**src/common/startup_regs.svh**
```systemverilog
/*
 * Constants for the start-up and auto-baud sequencer: timing, protocol bytes, limits.
 * Assumes a 20 MHz system clock; included by design and bench files.
 */
// Functional notes
// - Host sends 0x55, device answers 0x06
// - Serial port starts at 9600 bps
// - Screen blank, wait 5s for auto-baud
// - No auto-baud by timeout: show splash
// - Run card auto-run script at power-up
// - Accept volume only 8 through 127
// - Audio plays alongside command execution
// - Byte address 2^32, sector address 2^24
// - Firmware loads over serial port only
// - ACK 0x06 success, NAK 0x15 failure/unknown
// - Frame: start, 8 data LSB first, stop
`ifndef STARTUP_REGS_SVH
`define STARTUP_REGS_SVH
`define CLK_HZ 20000000
`define DEF_BAUD 9600
`define BIT_CYCLES (`CLK_HZ / `DEF_BAUD)
`define SETTLE_MS 500
`define SPLASH_WAIT_MS 5000
`define MS_CYCLES (`CLK_HZ / 1000)
`define SETTLE_CYCLES (`SETTLE_MS * `MS_CYCLES)
`define SPLASH_CYCLES (`SPLASH_WAIT_MS * `MS_CYCLES)
`define BYTE_AUTOBAUD 8'h55
`define BYTE_ACK 8'h06
`define BYTE_NAK 8'h15
`define VOL_MIN 7'h08
`define VOL_MAX 7'h7F
`define CMD_SET_VOLUME 8'h76
`define CMD_FW_LOAD 8'h70
`define CMD_PLAY_AUDIO 8'h6C
`define VOL_RESET 7'h40
`endif

```
**src/common/startup_pkg.sv**
```systemverilog
/*
 * Types for the start-up sequencer.
 * Assumes startup_regs.svh supplies the constants.
 */
package startup_pkg;
    typedef enum logic [2:0] {
        ST_SETTLE,
        ST_WAIT_BAUD,
        ST_SPLASH,
        ST_RUN
    } seq_state_t;
    typedef enum logic [1:0] {
        CP_IDLE,
        CP_VOLUME
    } cmd_state_t;
endpackage

```
**src/design/serial_byte_port.sv**
```systemverilog
/*
 * Byte-wide asynchronous serial receiver and transmitter, 8N1.
 * Assumes rx_pin is asynchronous; tx_start only while tx_busy is low.
 */
`timescale 1ns/100ps
`include "startup_regs.svh"
module serial_byte_port #(
    parameter int BIT_CYC = `BIT_CYCLES
) (
    input wire logic clk_sys,
    input wire logic rst,
    input wire logic rx_pin,
    output logic tx_pin,
    output logic [7:0] rx_data,
    output logic rx_valid,
    input wire logic [7:0] tx_data,
    input wire logic tx_start,
    output logic tx_busy
);
    logic rx_s1_ff, rx_s2_ff;
    logic [15:0] rx_cnt_ff, nxt_rx_cnt;
    logic [3:0] rx_bit_ff, nxt_rx_bit;
    logic [7:0] rx_sh_ff, nxt_rx_sh;
    logic rx_act_ff, nxt_rx_act, rx_vld_ff, nxt_rx_vld;
    logic [15:0] tx_cnt_ff, nxt_tx_cnt;
    logic [3:0] tx_bit_ff, nxt_tx_bit;
    logic [9:0] tx_sh_ff, nxt_tx_sh;
    logic tx_act_ff, nxt_tx_act;
    localparam logic [15:0] FULL = 16'(BIT_CYC - 1);
    localparam logic [15:0] HALF = 16'(BIT_CYC / 2);

    // ****************
    // Receiver
    // ****************
    always_comb begin
        nxt_rx_cnt = rx_cnt_ff;
        nxt_rx_bit = rx_bit_ff;
        nxt_rx_sh = rx_sh_ff;
        nxt_rx_act = rx_act_ff;
        nxt_rx_vld = 1'b0;
        if (!rx_act_ff) begin
            if (!rx_s2_ff) begin
                nxt_rx_act = 1'b1;
                nxt_rx_cnt = HALF;
                nxt_rx_bit = 4'h0;
            end
        end else if (rx_cnt_ff != 16'h0000) begin
            nxt_rx_cnt = rx_cnt_ff - 16'h0001;
        end else begin
            nxt_rx_cnt = FULL;
            nxt_rx_bit = rx_bit_ff + 4'h1;
            if (rx_bit_ff == 4'h0) begin
                // False start: line went back high at mid start bit
                if (rx_s2_ff) nxt_rx_act = 1'b0;
            end else if (rx_bit_ff < 4'h9) begin
                nxt_rx_sh = {rx_s2_ff, rx_sh_ff[7:1]};
            end else begin
                nxt_rx_act = 1'b0;
                nxt_rx_vld = rx_s2_ff;
            end
        end
    end

    // ****************
    // Transmitter
    // ****************
    always_comb begin
        nxt_tx_cnt = tx_cnt_ff;
        nxt_tx_bit = tx_bit_ff;
        nxt_tx_sh = tx_sh_ff;
        nxt_tx_act = tx_act_ff;
        if (!tx_act_ff) begin
            if (tx_start) begin
                nxt_tx_act = 1'b1;
                nxt_tx_sh = {1'b1, tx_data, 1'b0};
                nxt_tx_cnt = FULL;
                nxt_tx_bit = 4'h0;
            end
        end else if (tx_cnt_ff != 16'h0000) begin
            nxt_tx_cnt = tx_cnt_ff - 16'h0001;
        end else begin
            nxt_tx_cnt = FULL;
            nxt_tx_sh = {1'b1, tx_sh_ff[9:1]};
            nxt_tx_bit = tx_bit_ff + 4'h1;
            if (tx_bit_ff == 4'h9) nxt_tx_act = 1'b0;
        end
    end

    always_ff @(posedge clk_sys or posedge rst) begin
        if (rst) begin
            rx_s1_ff <= 1'b1;
            rx_s2_ff <= 1'b1;
            rx_cnt_ff <= 16'h0000;
            rx_bit_ff <= 4'h0;
            rx_sh_ff <= 8'h00;
            rx_act_ff <= 1'b0;
            rx_vld_ff <= 1'b0;
            tx_cnt_ff <= 16'h0000;
            tx_bit_ff <= 4'h0;
            tx_sh_ff <= 10'h3FF;
            tx_act_ff <= 1'b0;
        end else begin
            rx_s1_ff <= rx_pin;
            rx_s2_ff <= rx_s1_ff;
            rx_cnt_ff <= nxt_rx_cnt;
            rx_bit_ff <= nxt_rx_bit;
            rx_sh_ff <= nxt_rx_sh;
            rx_act_ff <= nxt_rx_act;
            rx_vld_ff <= nxt_rx_vld;
            tx_cnt_ff <= nxt_tx_cnt;
            tx_bit_ff <= nxt_tx_bit;
            tx_sh_ff <= nxt_tx_sh;
            tx_act_ff <= nxt_tx_act;
        end
    end

    assign tx_pin = tx_sh_ff[0];
    assign tx_busy = tx_act_ff;
    assign rx_data = rx_sh_ff;
    assign rx_valid = rx_vld_ff;

    chk_tx_start_low: assert property (@(posedge clk_sys) disable iff (rst)
        (tx_start && !tx_act_ff) |=> !tx_pin) else $error("start bit not low");
endmodule // serial_byte_port

```
**src/design/startup_sequencer.sv**
```systemverilog
/*
 * Start-up sequencer: settling, auto-baud handshake, splash decision,
 * auto-run launch, volume command check, ACK/NAK replies.
 * Assumes card_script_found is a level from card logic on clk_sys.
 */
`timescale 1ns/100ps
`include "startup_regs.svh"
module startup_sequencer
    import startup_pkg::*;
#(
    parameter int SETTLE_CYC = `SETTLE_CYCLES,
    parameter int SPLASH_CYC = `SPLASH_CYCLES,
    parameter int BIT_CYC = `BIT_CYCLES
) (
    input wire logic clk_sys,
    input wire logic rst,
    input wire logic rx_pin,
    output logic tx_pin,
    input wire logic card_script_found,
    output logic screen_blank,
    output logic splash_show,
    output logic autorun_start,
    output logic link_ready,
    output logic [6:0] volume,
    output logic audio_start,
    output logic firmware_load_req
);
    seq_state_t st_ff, nxt_st;
    cmd_state_t cp_ff, nxt_cp;
    logic [31:0] tmr_ff, nxt_tmr;
    logic blank_ff, nxt_blank, splash_ff, nxt_splash;
    logic autorun_ff, nxt_autorun, ready_ff, nxt_ready;
    logic [6:0] vol_ff, nxt_vol;
    logic aud_ff, nxt_aud, fw_ff, nxt_fw;
    logic [7:0] txd_ff, nxt_txd;
    logic txs_ff, nxt_txs;
    logic [7:0] rx_data;
    logic rx_valid, tx_busy, tx_raw;
    // Card pointer reach handed to card logic; raw access itself lives there
    localparam int CARD_BYTE_ADDR_W = 32;
    localparam int CARD_SECTOR_ADDR_W = 24;
    localparam int CARD_SECTOR_BYTES = 512;

    // Port always at the default rate; later rate changes live elsewhere
    serial_byte_port #(.BIT_CYC(BIT_CYC)) u_port (
        .clk_sys(clk_sys),
        .rst(rst),
        .rx_pin(rx_pin),
        .tx_pin(tx_raw),
        .rx_data(rx_data),
        .rx_valid(rx_valid),
        .tx_data(txd_ff),
        .tx_start(txs_ff),
        .tx_busy(tx_busy)
    );

    // ****************
    // Start-up sequence
    // ****************
    always_comb begin
        nxt_st = st_ff;
        nxt_tmr = tmr_ff;
        nxt_blank = blank_ff;
        nxt_splash = splash_ff;
        nxt_autorun = 1'b0;
        nxt_ready = ready_ff;
        nxt_cp = cp_ff;
        nxt_vol = vol_ff;
        nxt_aud = 1'b0;
        nxt_fw = 1'b0;
        nxt_txd = txd_ff;
        nxt_txs = 1'b0;
        case (st_ff)
            ST_SETTLE: begin
                // Bytes received now are dropped; host is told to stay silent
                if (tmr_ff >= 32'(SETTLE_CYC - 1)) begin
                    nxt_st = ST_WAIT_BAUD;
                    nxt_tmr = 32'h0;
                    if (card_script_found) nxt_autorun = 1'b1;
                end else begin
                    nxt_tmr = tmr_ff + 32'h1;
                end
            end
            ST_WAIT_BAUD: begin
                nxt_blank = 1'b1;
                if (rx_valid && rx_data == `BYTE_AUTOBAUD) begin
                    nxt_st = ST_RUN;
                    nxt_ready = 1'b1;
                    nxt_txd = `BYTE_ACK;
                    nxt_txs = !tx_busy;
                end else if (tmr_ff >= 32'(SPLASH_CYC - 1)) begin
                    nxt_st = ST_SPLASH;
                    nxt_splash = 1'b1;
                    nxt_blank = 1'b0;
                end else begin
                    nxt_tmr = tmr_ff + 32'h1;
                end
            end
            ST_SPLASH: begin
                // Late auto-baud still opens the link; splash stays up
                if (rx_valid && rx_data == `BYTE_AUTOBAUD) begin
                    nxt_st = ST_RUN;
                    nxt_ready = 1'b1;
                    nxt_txd = `BYTE_ACK;
                    nxt_txs = !tx_busy;
                end
            end
            ST_RUN: begin
                if (rx_valid && !tx_busy) begin
                    nxt_txs = 1'b1;
                    nxt_txd = `BYTE_ACK;
                    case (cp_ff)
                        CP_VOLUME: begin
                            nxt_cp = CP_IDLE;
                            if (rx_data >= {1'b0, `VOL_MIN} && rx_data <= {1'b0, `VOL_MAX}) begin
                                nxt_vol = rx_data[6:0];
                            end else begin
                                nxt_txd = `BYTE_NAK;
                            end
                        end
                        default: begin
                            if (rx_data == `CMD_SET_VOLUME) begin
                                nxt_cp = CP_VOLUME;
                                nxt_txs = 1'b0;
                            end else if (rx_data == `CMD_PLAY_AUDIO) begin
                                // Pulse only; playback runs on without blocking commands
                                nxt_aud = 1'b1;
                            end else if (rx_data == `CMD_FW_LOAD) begin
                                nxt_fw = 1'b1;
                            end else if (rx_data != `BYTE_AUTOBAUD) begin
                                nxt_txd = `BYTE_NAK;
                            end
                        end
                    endcase
                end
            end
            default: nxt_st = ST_SETTLE;
        endcase
    end

    always_ff @(posedge clk_sys or posedge rst) begin
        if (rst) begin
            st_ff <= ST_SETTLE;
            cp_ff <= CP_IDLE;
            tmr_ff <= 32'h0;
            blank_ff <= 1'b1;
            splash_ff <= 1'b0;
            autorun_ff <= 1'b0;
            ready_ff <= 1'b0;
            vol_ff <= `VOL_RESET;
            aud_ff <= 1'b0;
            fw_ff <= 1'b0;
            txd_ff <= 8'h00;
            txs_ff <= 1'b0;
        end else begin
            st_ff <= nxt_st;
            cp_ff <= nxt_cp;
            tmr_ff <= nxt_tmr;
            blank_ff <= nxt_blank;
            splash_ff <= nxt_splash;
            autorun_ff <= nxt_autorun;
            ready_ff <= nxt_ready;
            vol_ff <= nxt_vol;
            aud_ff <= nxt_aud;
            fw_ff <= nxt_fw;
            txd_ff <= nxt_txd;
            txs_ff <= nxt_txs;
        end
    end

    // Garbage is not sent while settling: TX held idle high
    assign tx_pin = (st_ff == ST_SETTLE) ? 1'b1 : tx_raw;
    assign screen_blank = blank_ff;
    assign splash_show = splash_ff;
    assign autorun_start = autorun_ff;
    assign link_ready = ready_ff;
    assign volume = vol_ff;
    assign audio_start = aud_ff;
    assign firmware_load_req = fw_ff;

    // ****************
    // Checks
    // ****************
    chk_volume_range: assert property (@(posedge clk_sys) disable iff (rst)
        (volume >= `VOL_MIN)) else $error("volume below minimum");
    chk_volume_reject: assert property (@(posedge clk_sys) disable iff (rst)
        (st_ff == ST_RUN && cp_ff == CP_VOLUME && rx_valid && !tx_busy
            && (rx_data < {1'b0, `VOL_MIN} || rx_data > {1'b0, `VOL_MAX}))
        |=> ($stable(volume) && txs_ff && txd_ff == `BYTE_NAK)) else $error("out-of-range volume taken");
    chk_volume_accept: assert property (@(posedge clk_sys) disable iff (rst)
        (st_ff == ST_RUN && cp_ff == CP_VOLUME && rx_valid && !tx_busy
            && rx_data >= {1'b0, `VOL_MIN} && rx_data <= {1'b0, `VOL_MAX})
        |=> (volume == $past(rx_data[6:0]) && txd_ff == `BYTE_ACK)) else $error("in-range volume lost");
    chk_splash_blank: assert property (@(posedge clk_sys) disable iff (rst)
        splash_show |-> !screen_blank) else $error("splash while blank");
    chk_splash_timeout: assert property (@(posedge clk_sys) disable iff (rst)
        (st_ff == ST_WAIT_BAUD && tmr_ff >= 32'(SPLASH_CYC - 1) && !rx_valid)
        |=> (splash_show && !screen_blank && !link_ready)) else $error("no splash after wait");
    chk_no_splash_early: assert property (@(posedge clk_sys) disable iff (rst)
        (st_ff == ST_WAIT_BAUD) |-> !splash_show) else $error("splash too early");
    chk_baud_ack: assert property (@(posedge clk_sys) disable iff (rst)
        (st_ff == ST_WAIT_BAUD && rx_valid && rx_data == `BYTE_AUTOBAUD && !tx_busy)
        |=> (txs_ff && txd_ff == `BYTE_ACK && link_ready)) else $error("no ack to auto-baud");
    chk_blank_after_baud: assert property (@(posedge clk_sys) disable iff (rst)
        (st_ff == ST_WAIT_BAUD && rx_valid && rx_data == `BYTE_AUTOBAUD)
        |=> (screen_blank && !splash_show)) else $error("screen not blank");
    chk_settle_quiet: assert property (@(posedge clk_sys) disable iff (rst)
        (st_ff == ST_SETTLE) |-> (tx_pin && !link_ready)) else $error("active while settling");
    chk_autorun_once: assert property (@(posedge clk_sys) disable iff (rst)
        autorun_start |-> ($past(st_ff) == ST_SETTLE && st_ff == ST_WAIT_BAUD)) else $error("bad autorun");
    chk_unknown_nak: assert property (@(posedge clk_sys) disable iff (rst)
        (st_ff == ST_RUN && cp_ff == CP_IDLE && rx_valid && !tx_busy
            && !(rx_data inside {`CMD_SET_VOLUME, `CMD_PLAY_AUDIO, `CMD_FW_LOAD, `BYTE_AUTOBAUD}))
        |=> (txs_ff && txd_ff == `BYTE_NAK)) else $error("no nak to unknown");
    chk_audio_pulse: assert property (@(posedge clk_sys) disable iff (rst)
        (st_ff == ST_RUN && cp_ff == CP_IDLE && rx_valid && !tx_busy && rx_data == `CMD_PLAY_AUDIO)
        |=> (audio_start && st_ff == ST_RUN && txs_ff && txd_ff == `BYTE_ACK)) else $error("audio start lost");
    chk_fw_pulse: assert property (@(posedge clk_sys) disable iff (rst)
        (st_ff == ST_RUN && cp_ff == CP_IDLE && rx_valid && !tx_busy && rx_data == `CMD_FW_LOAD)
        |=> (firmware_load_req && txd_ff == `BYTE_ACK)) else $error("firmware load request lost");
    chk_fw_serial_only: assert property (@(posedge clk_sys) disable iff (rst)
        firmware_load_req |-> ($past(rx_valid) && $past(rx_data) == `CMD_FW_LOAD && $past(st_ff) == ST_RUN))
        else $error("firmware load not from serial");
endmodule // startup_sequencer

```
**config.mk**
```make
export PLATFORM = sky130hd
export DESIGN_NAME = startup_sequencer
export DESIGN_NICKNAME = d
export VERILOG_FILES = /design/src/common/startup_pkg.sv /design/src/design/serial_byte_port.sv /design/src/design/startup_sequencer.sv
export VERILOG_INCLUDE_DIRS = /design/src /design/src/common
export SDC_FILE = /design/constraint.sdc
export NUM_CORES = 1
export LEC_CHECK = 0
export BUFFER_PORTS_ARGS = -buffer_cell sky130_fd_sc_hd__buf_2
export CORE_MARGIN = 2
export CORE_UTILIZATION = 50
export CTS_CLUSTER_SIZE = 24
export DETAILED_ROUTE_END_ITERATION = 8
export PLACE_DENSITY = 0.81
export SETUP_SLACK_MARGIN = 0.2
export SLEW_MARGIN = 20
export SYNTH_ARGS = -nofsm -noshare
export SYNTH_HDL_FRONTEND = slang
export SYNTH_SLANG_ARGS = --single-unit
```
**constraint.sdc**
```tcl
create_clock -name clk_sys -period 4 [get_ports clk_sys]
set_input_delay 0.8 -clock clk_sys [delete_from_list [all_inputs] [get_ports clk_sys]]
set_output_delay 0.8 -clock clk_sys [all_outputs]
set_load 0.02 [all_outputs]
```
==> results.py <==
metrics = {
    "synth": {
        "ys_top_cells_by_count": "dfrtp_1, o21ai_0, nand2_1, a21oi_1, nor2_1",
        "syn_area_um2": 5780,
        "yosys_warnings": 0,
        "async_flop_share_pct": 100,
        "synth-main-ff-cell": "dfrtp_1",
        "ys_top_cells_by_area": "dfrtp_1, o21ai_0, dfstp_2",
        "synth_edf_count": 0,
        "yosys.area.top_type": "dfrtp_1",
        "yosysTopAreaCellShare_pct": 43.8,
        "synth_area_per_cell_um2": 9.59,
        "synthCells": 602,
        "yosysMostFrequentCell": "dfrtp_1",
        "synth.distinct_cells": 57,
        "synth_seq_area_share_pct": 49.7,
        "synthesis.nets": 619,
        "ys_seq_elements": 114,
    },
    "floorplan": {
        "fp-row-count": 39,
        "die-area_um2": 12400,
        "initial_core_util_pct": 51.0,
        "core_um2": 11300,
        "die_h_um": 111,
        "io-pin-count": 18,
        "die_x_um": 111,
    },
    "grt": {
        "grt_max_degree": 70,
        "antenna_found_initial": 0,
        "grt_pass1_vias": 4756,
        "grt.overflow.total": 0,
        "grt_pass1_wl_um": 22500,
        "grtUsageTotal_pct": 22.2,
    },
    "route": {
        "drtIter0Drc": 264,
        "antenna_left": 0,
        "routedWlPerCell_um": 16.6,
        "first_pass_iters": 5,
        "wl_um": 12900,
        "vias": 4810,
        "via_per_inst": 6.18,
        "drcViolationCount": 0,
    },
    "setup_path": {
        "r2r_cells": 6,
        "crit_fanout": 17,
        "crit_path_start": "u_port.tx_cnt_ff[10]",
        "setup.worst_path.class": "flip-flop to flip-flop",
        "cp_data_required_time_ps": 4300,
        "r2r-end": "u_port.tx_bit_ff[2]",
        "crit_arrival_ps": 3180,
        "crit_path_end_kind": "flip-flop",
        "r2r_slack_ps": 1120,
        "start_kind": "flip-flop",
        "r2r-start": "u_port.tx_cnt_ff[10]",
    },
    "run": {
        "cap_violations": 0,
    },
    "timing": {
        "whs_ps": 357,
        "fin_setup_tns_ps": 0,
        "fin_crit_sh_pct": 72.0,
        "slew_headroom_pct": 32.7,
        "finalClockSkew_ps": 8.54,
        "min_period_ps": 2880,
        "hold_viol": 0,
        "max_freq_mhz": 347,
        "setup_viol": 0,
        "rsz0062_at_grt": "false",
        "tightest_slew_ps": 1000,
        "report.final.slew_viol_count": 0,
    },
    "place": {
        "gp_congestion": 0.871,
        "port_buffers": 17,
        "post-dp-hpwl_um": 8200,
    },
    "clock_tree": {
        "insertion_delay_ps": 420,
        "post-cts-setup-buffers": 0,
        "numClockSinks": 114,
        "ctsHoldBuffers": 0,
        "clkTransAtPathRegs_ps": 60,
        "cts_buffer_depth": 2,
        "root_buffer": "clkbuf_16",
        "cts_buffers": 17,
        "cts_tree": "built",
        "ctsResizeCount": 0,
        "htreeDepth": 4,
    },
    "run_status": {
        "status": "complete, no violations",
    },
    "power": {
        "peakVddDrop_uv": 338,
        "p_leak_nw": 2.94,
        "power_density_nw_per_um2": 423,
    },
    "worst_hold_path": {
        "whs_endpoint": "u_port.rx_s2_ff",
        "hp-start": "u_port.rx_s1_ff",
        "hp-class": "flip-flop to flip-flop",
        "worstHoldPathCells": 0,
    },
    "finish": {
        "nFillCells": 907,
        "n_antenna_cell": 0,
        "area_growth_pct": 14.8,
        "nets": 639,
        "drive_above_1_share_pct": 15.0,
    },
}
state kept, by name (all words and copies together) (netlist names), 2 cells and up:
signal / flops
st_ff: 2
volume: 7
txd_ff: 3
u_port.tx_cnt_ff: 16
u_port.rx_data: 8
u_port.tx_bit_ff: 4
u_port.rx_cnt_ff: 16
tmr_ff: 32
u_port.tx_sh_ff: 9
u_port.rx_bit_ff: 4
logic make-up (layout without fill, tap and decap cells):
family | after synthesis | after routing | share of synthesized area (%)
flip-flops | 114 | 114 | 49.7
AO/OA/AOI/OAI | 168 | 168 | 17.7
AND/OR/NAND/NOR | 245 | 245 | 22.6
multiplexers | 21 | 21 | 4.03
adder cells (fa/ha/maj) | 13 | 13 | 2.82
XOR/XNOR | 5 | 5 | 0.758
buffers and inverters | 36 | 69 | 2.45
worst max path at each step:
stage,slack (ps),cells past startpoint,endpoint
after floorplan,210,1,audio_start
after global placement,1210,6,u_port.tx_bit_ff[2]
after detailed placement,1140,6,u_port.tx_bit_ff[2]
after CTS,1130,6,u_port.tx_bit_ff[2]
after global routing,940,6,u_port.tx_bit_ff[2]
final,1120,6,u_port.tx_bit_ff[2]
cell type report:
| cell class | count | area, µm² | area share, % |
|---|---|---|---|
| clock inverters | 14 | 201 | 3.04 |
| multi-input cells | 452 | 2770 | 41.7 |
| clock buffers | 18 | 429 | 6.47 |
| flip-flops and latches | 114 | 2870 | 43.3 |
| well taps | 143 | 179 | 2.70 |
| inverters | 17 | 66.3 | 1.00 |
| repair buffers | 20 | 120 | 1.81 |
metal layers:
metal	routed length (µm)	global-route usage [%]	part of all wire [%]
met5	0	0	0
met2	6400	35.7	49
met3	710	6.10	5.5
met1	5590	29.1	43
met4	246	7.98	1.9
cells in the final DEF, fill, tap and decap left out, drive strengths merged, types with 11 or more instances in the layout:
cell type / count
or4: 11
nor2: 37
buf: 20
o21ai: 73
mux2: 18
nor3: 15
ha: 13
nand4: 13
inv: 21
or3: 19
dfrtp: 101
dfstp: 13
nand3: 17
a21oi: 37
clkbuf: 18
nand2: 65
worst max-delay path, cell delays in order, from the launching register on:
cell	delay, ps
dfrtp_1	400
or4_1	550
or4_1	540
o31ai_4	540
nand2_2	320
o21bai_1	240
a22o_1	170
report_power, final:
group          internal, mW  total, mW  switching, mW  leakage, nW
Sequential             1.16       1.16        0.00127         1.50
Combinational       0.00389     0.0267         0.0228         1.14
Clock                  1.05       1.62          0.569        0.302
through the flow:
stage / setup slack [ps] / instance area, µm² / utilization [%] / power (mW) / cells
2_1_floorplan: 206 / 5780 / - / 1.19 / 602
3_3_place_gp: 1210 / 6000 / 53.0 / 1.20 / 746
3_5_place_dp: 1140 / 6000 / 53.0 / 1.21 / 746
4_1_cts: 1130 / 6630 / 58.6 / 2.82 / 778
5_1_grt: 945 / 6630 / 58.6 / 2.88 / 778
6_report: 1120 / 6630 / 58.6 / 2.80 / 778
No activity file was read; power rests on OpenSTA's default activity.
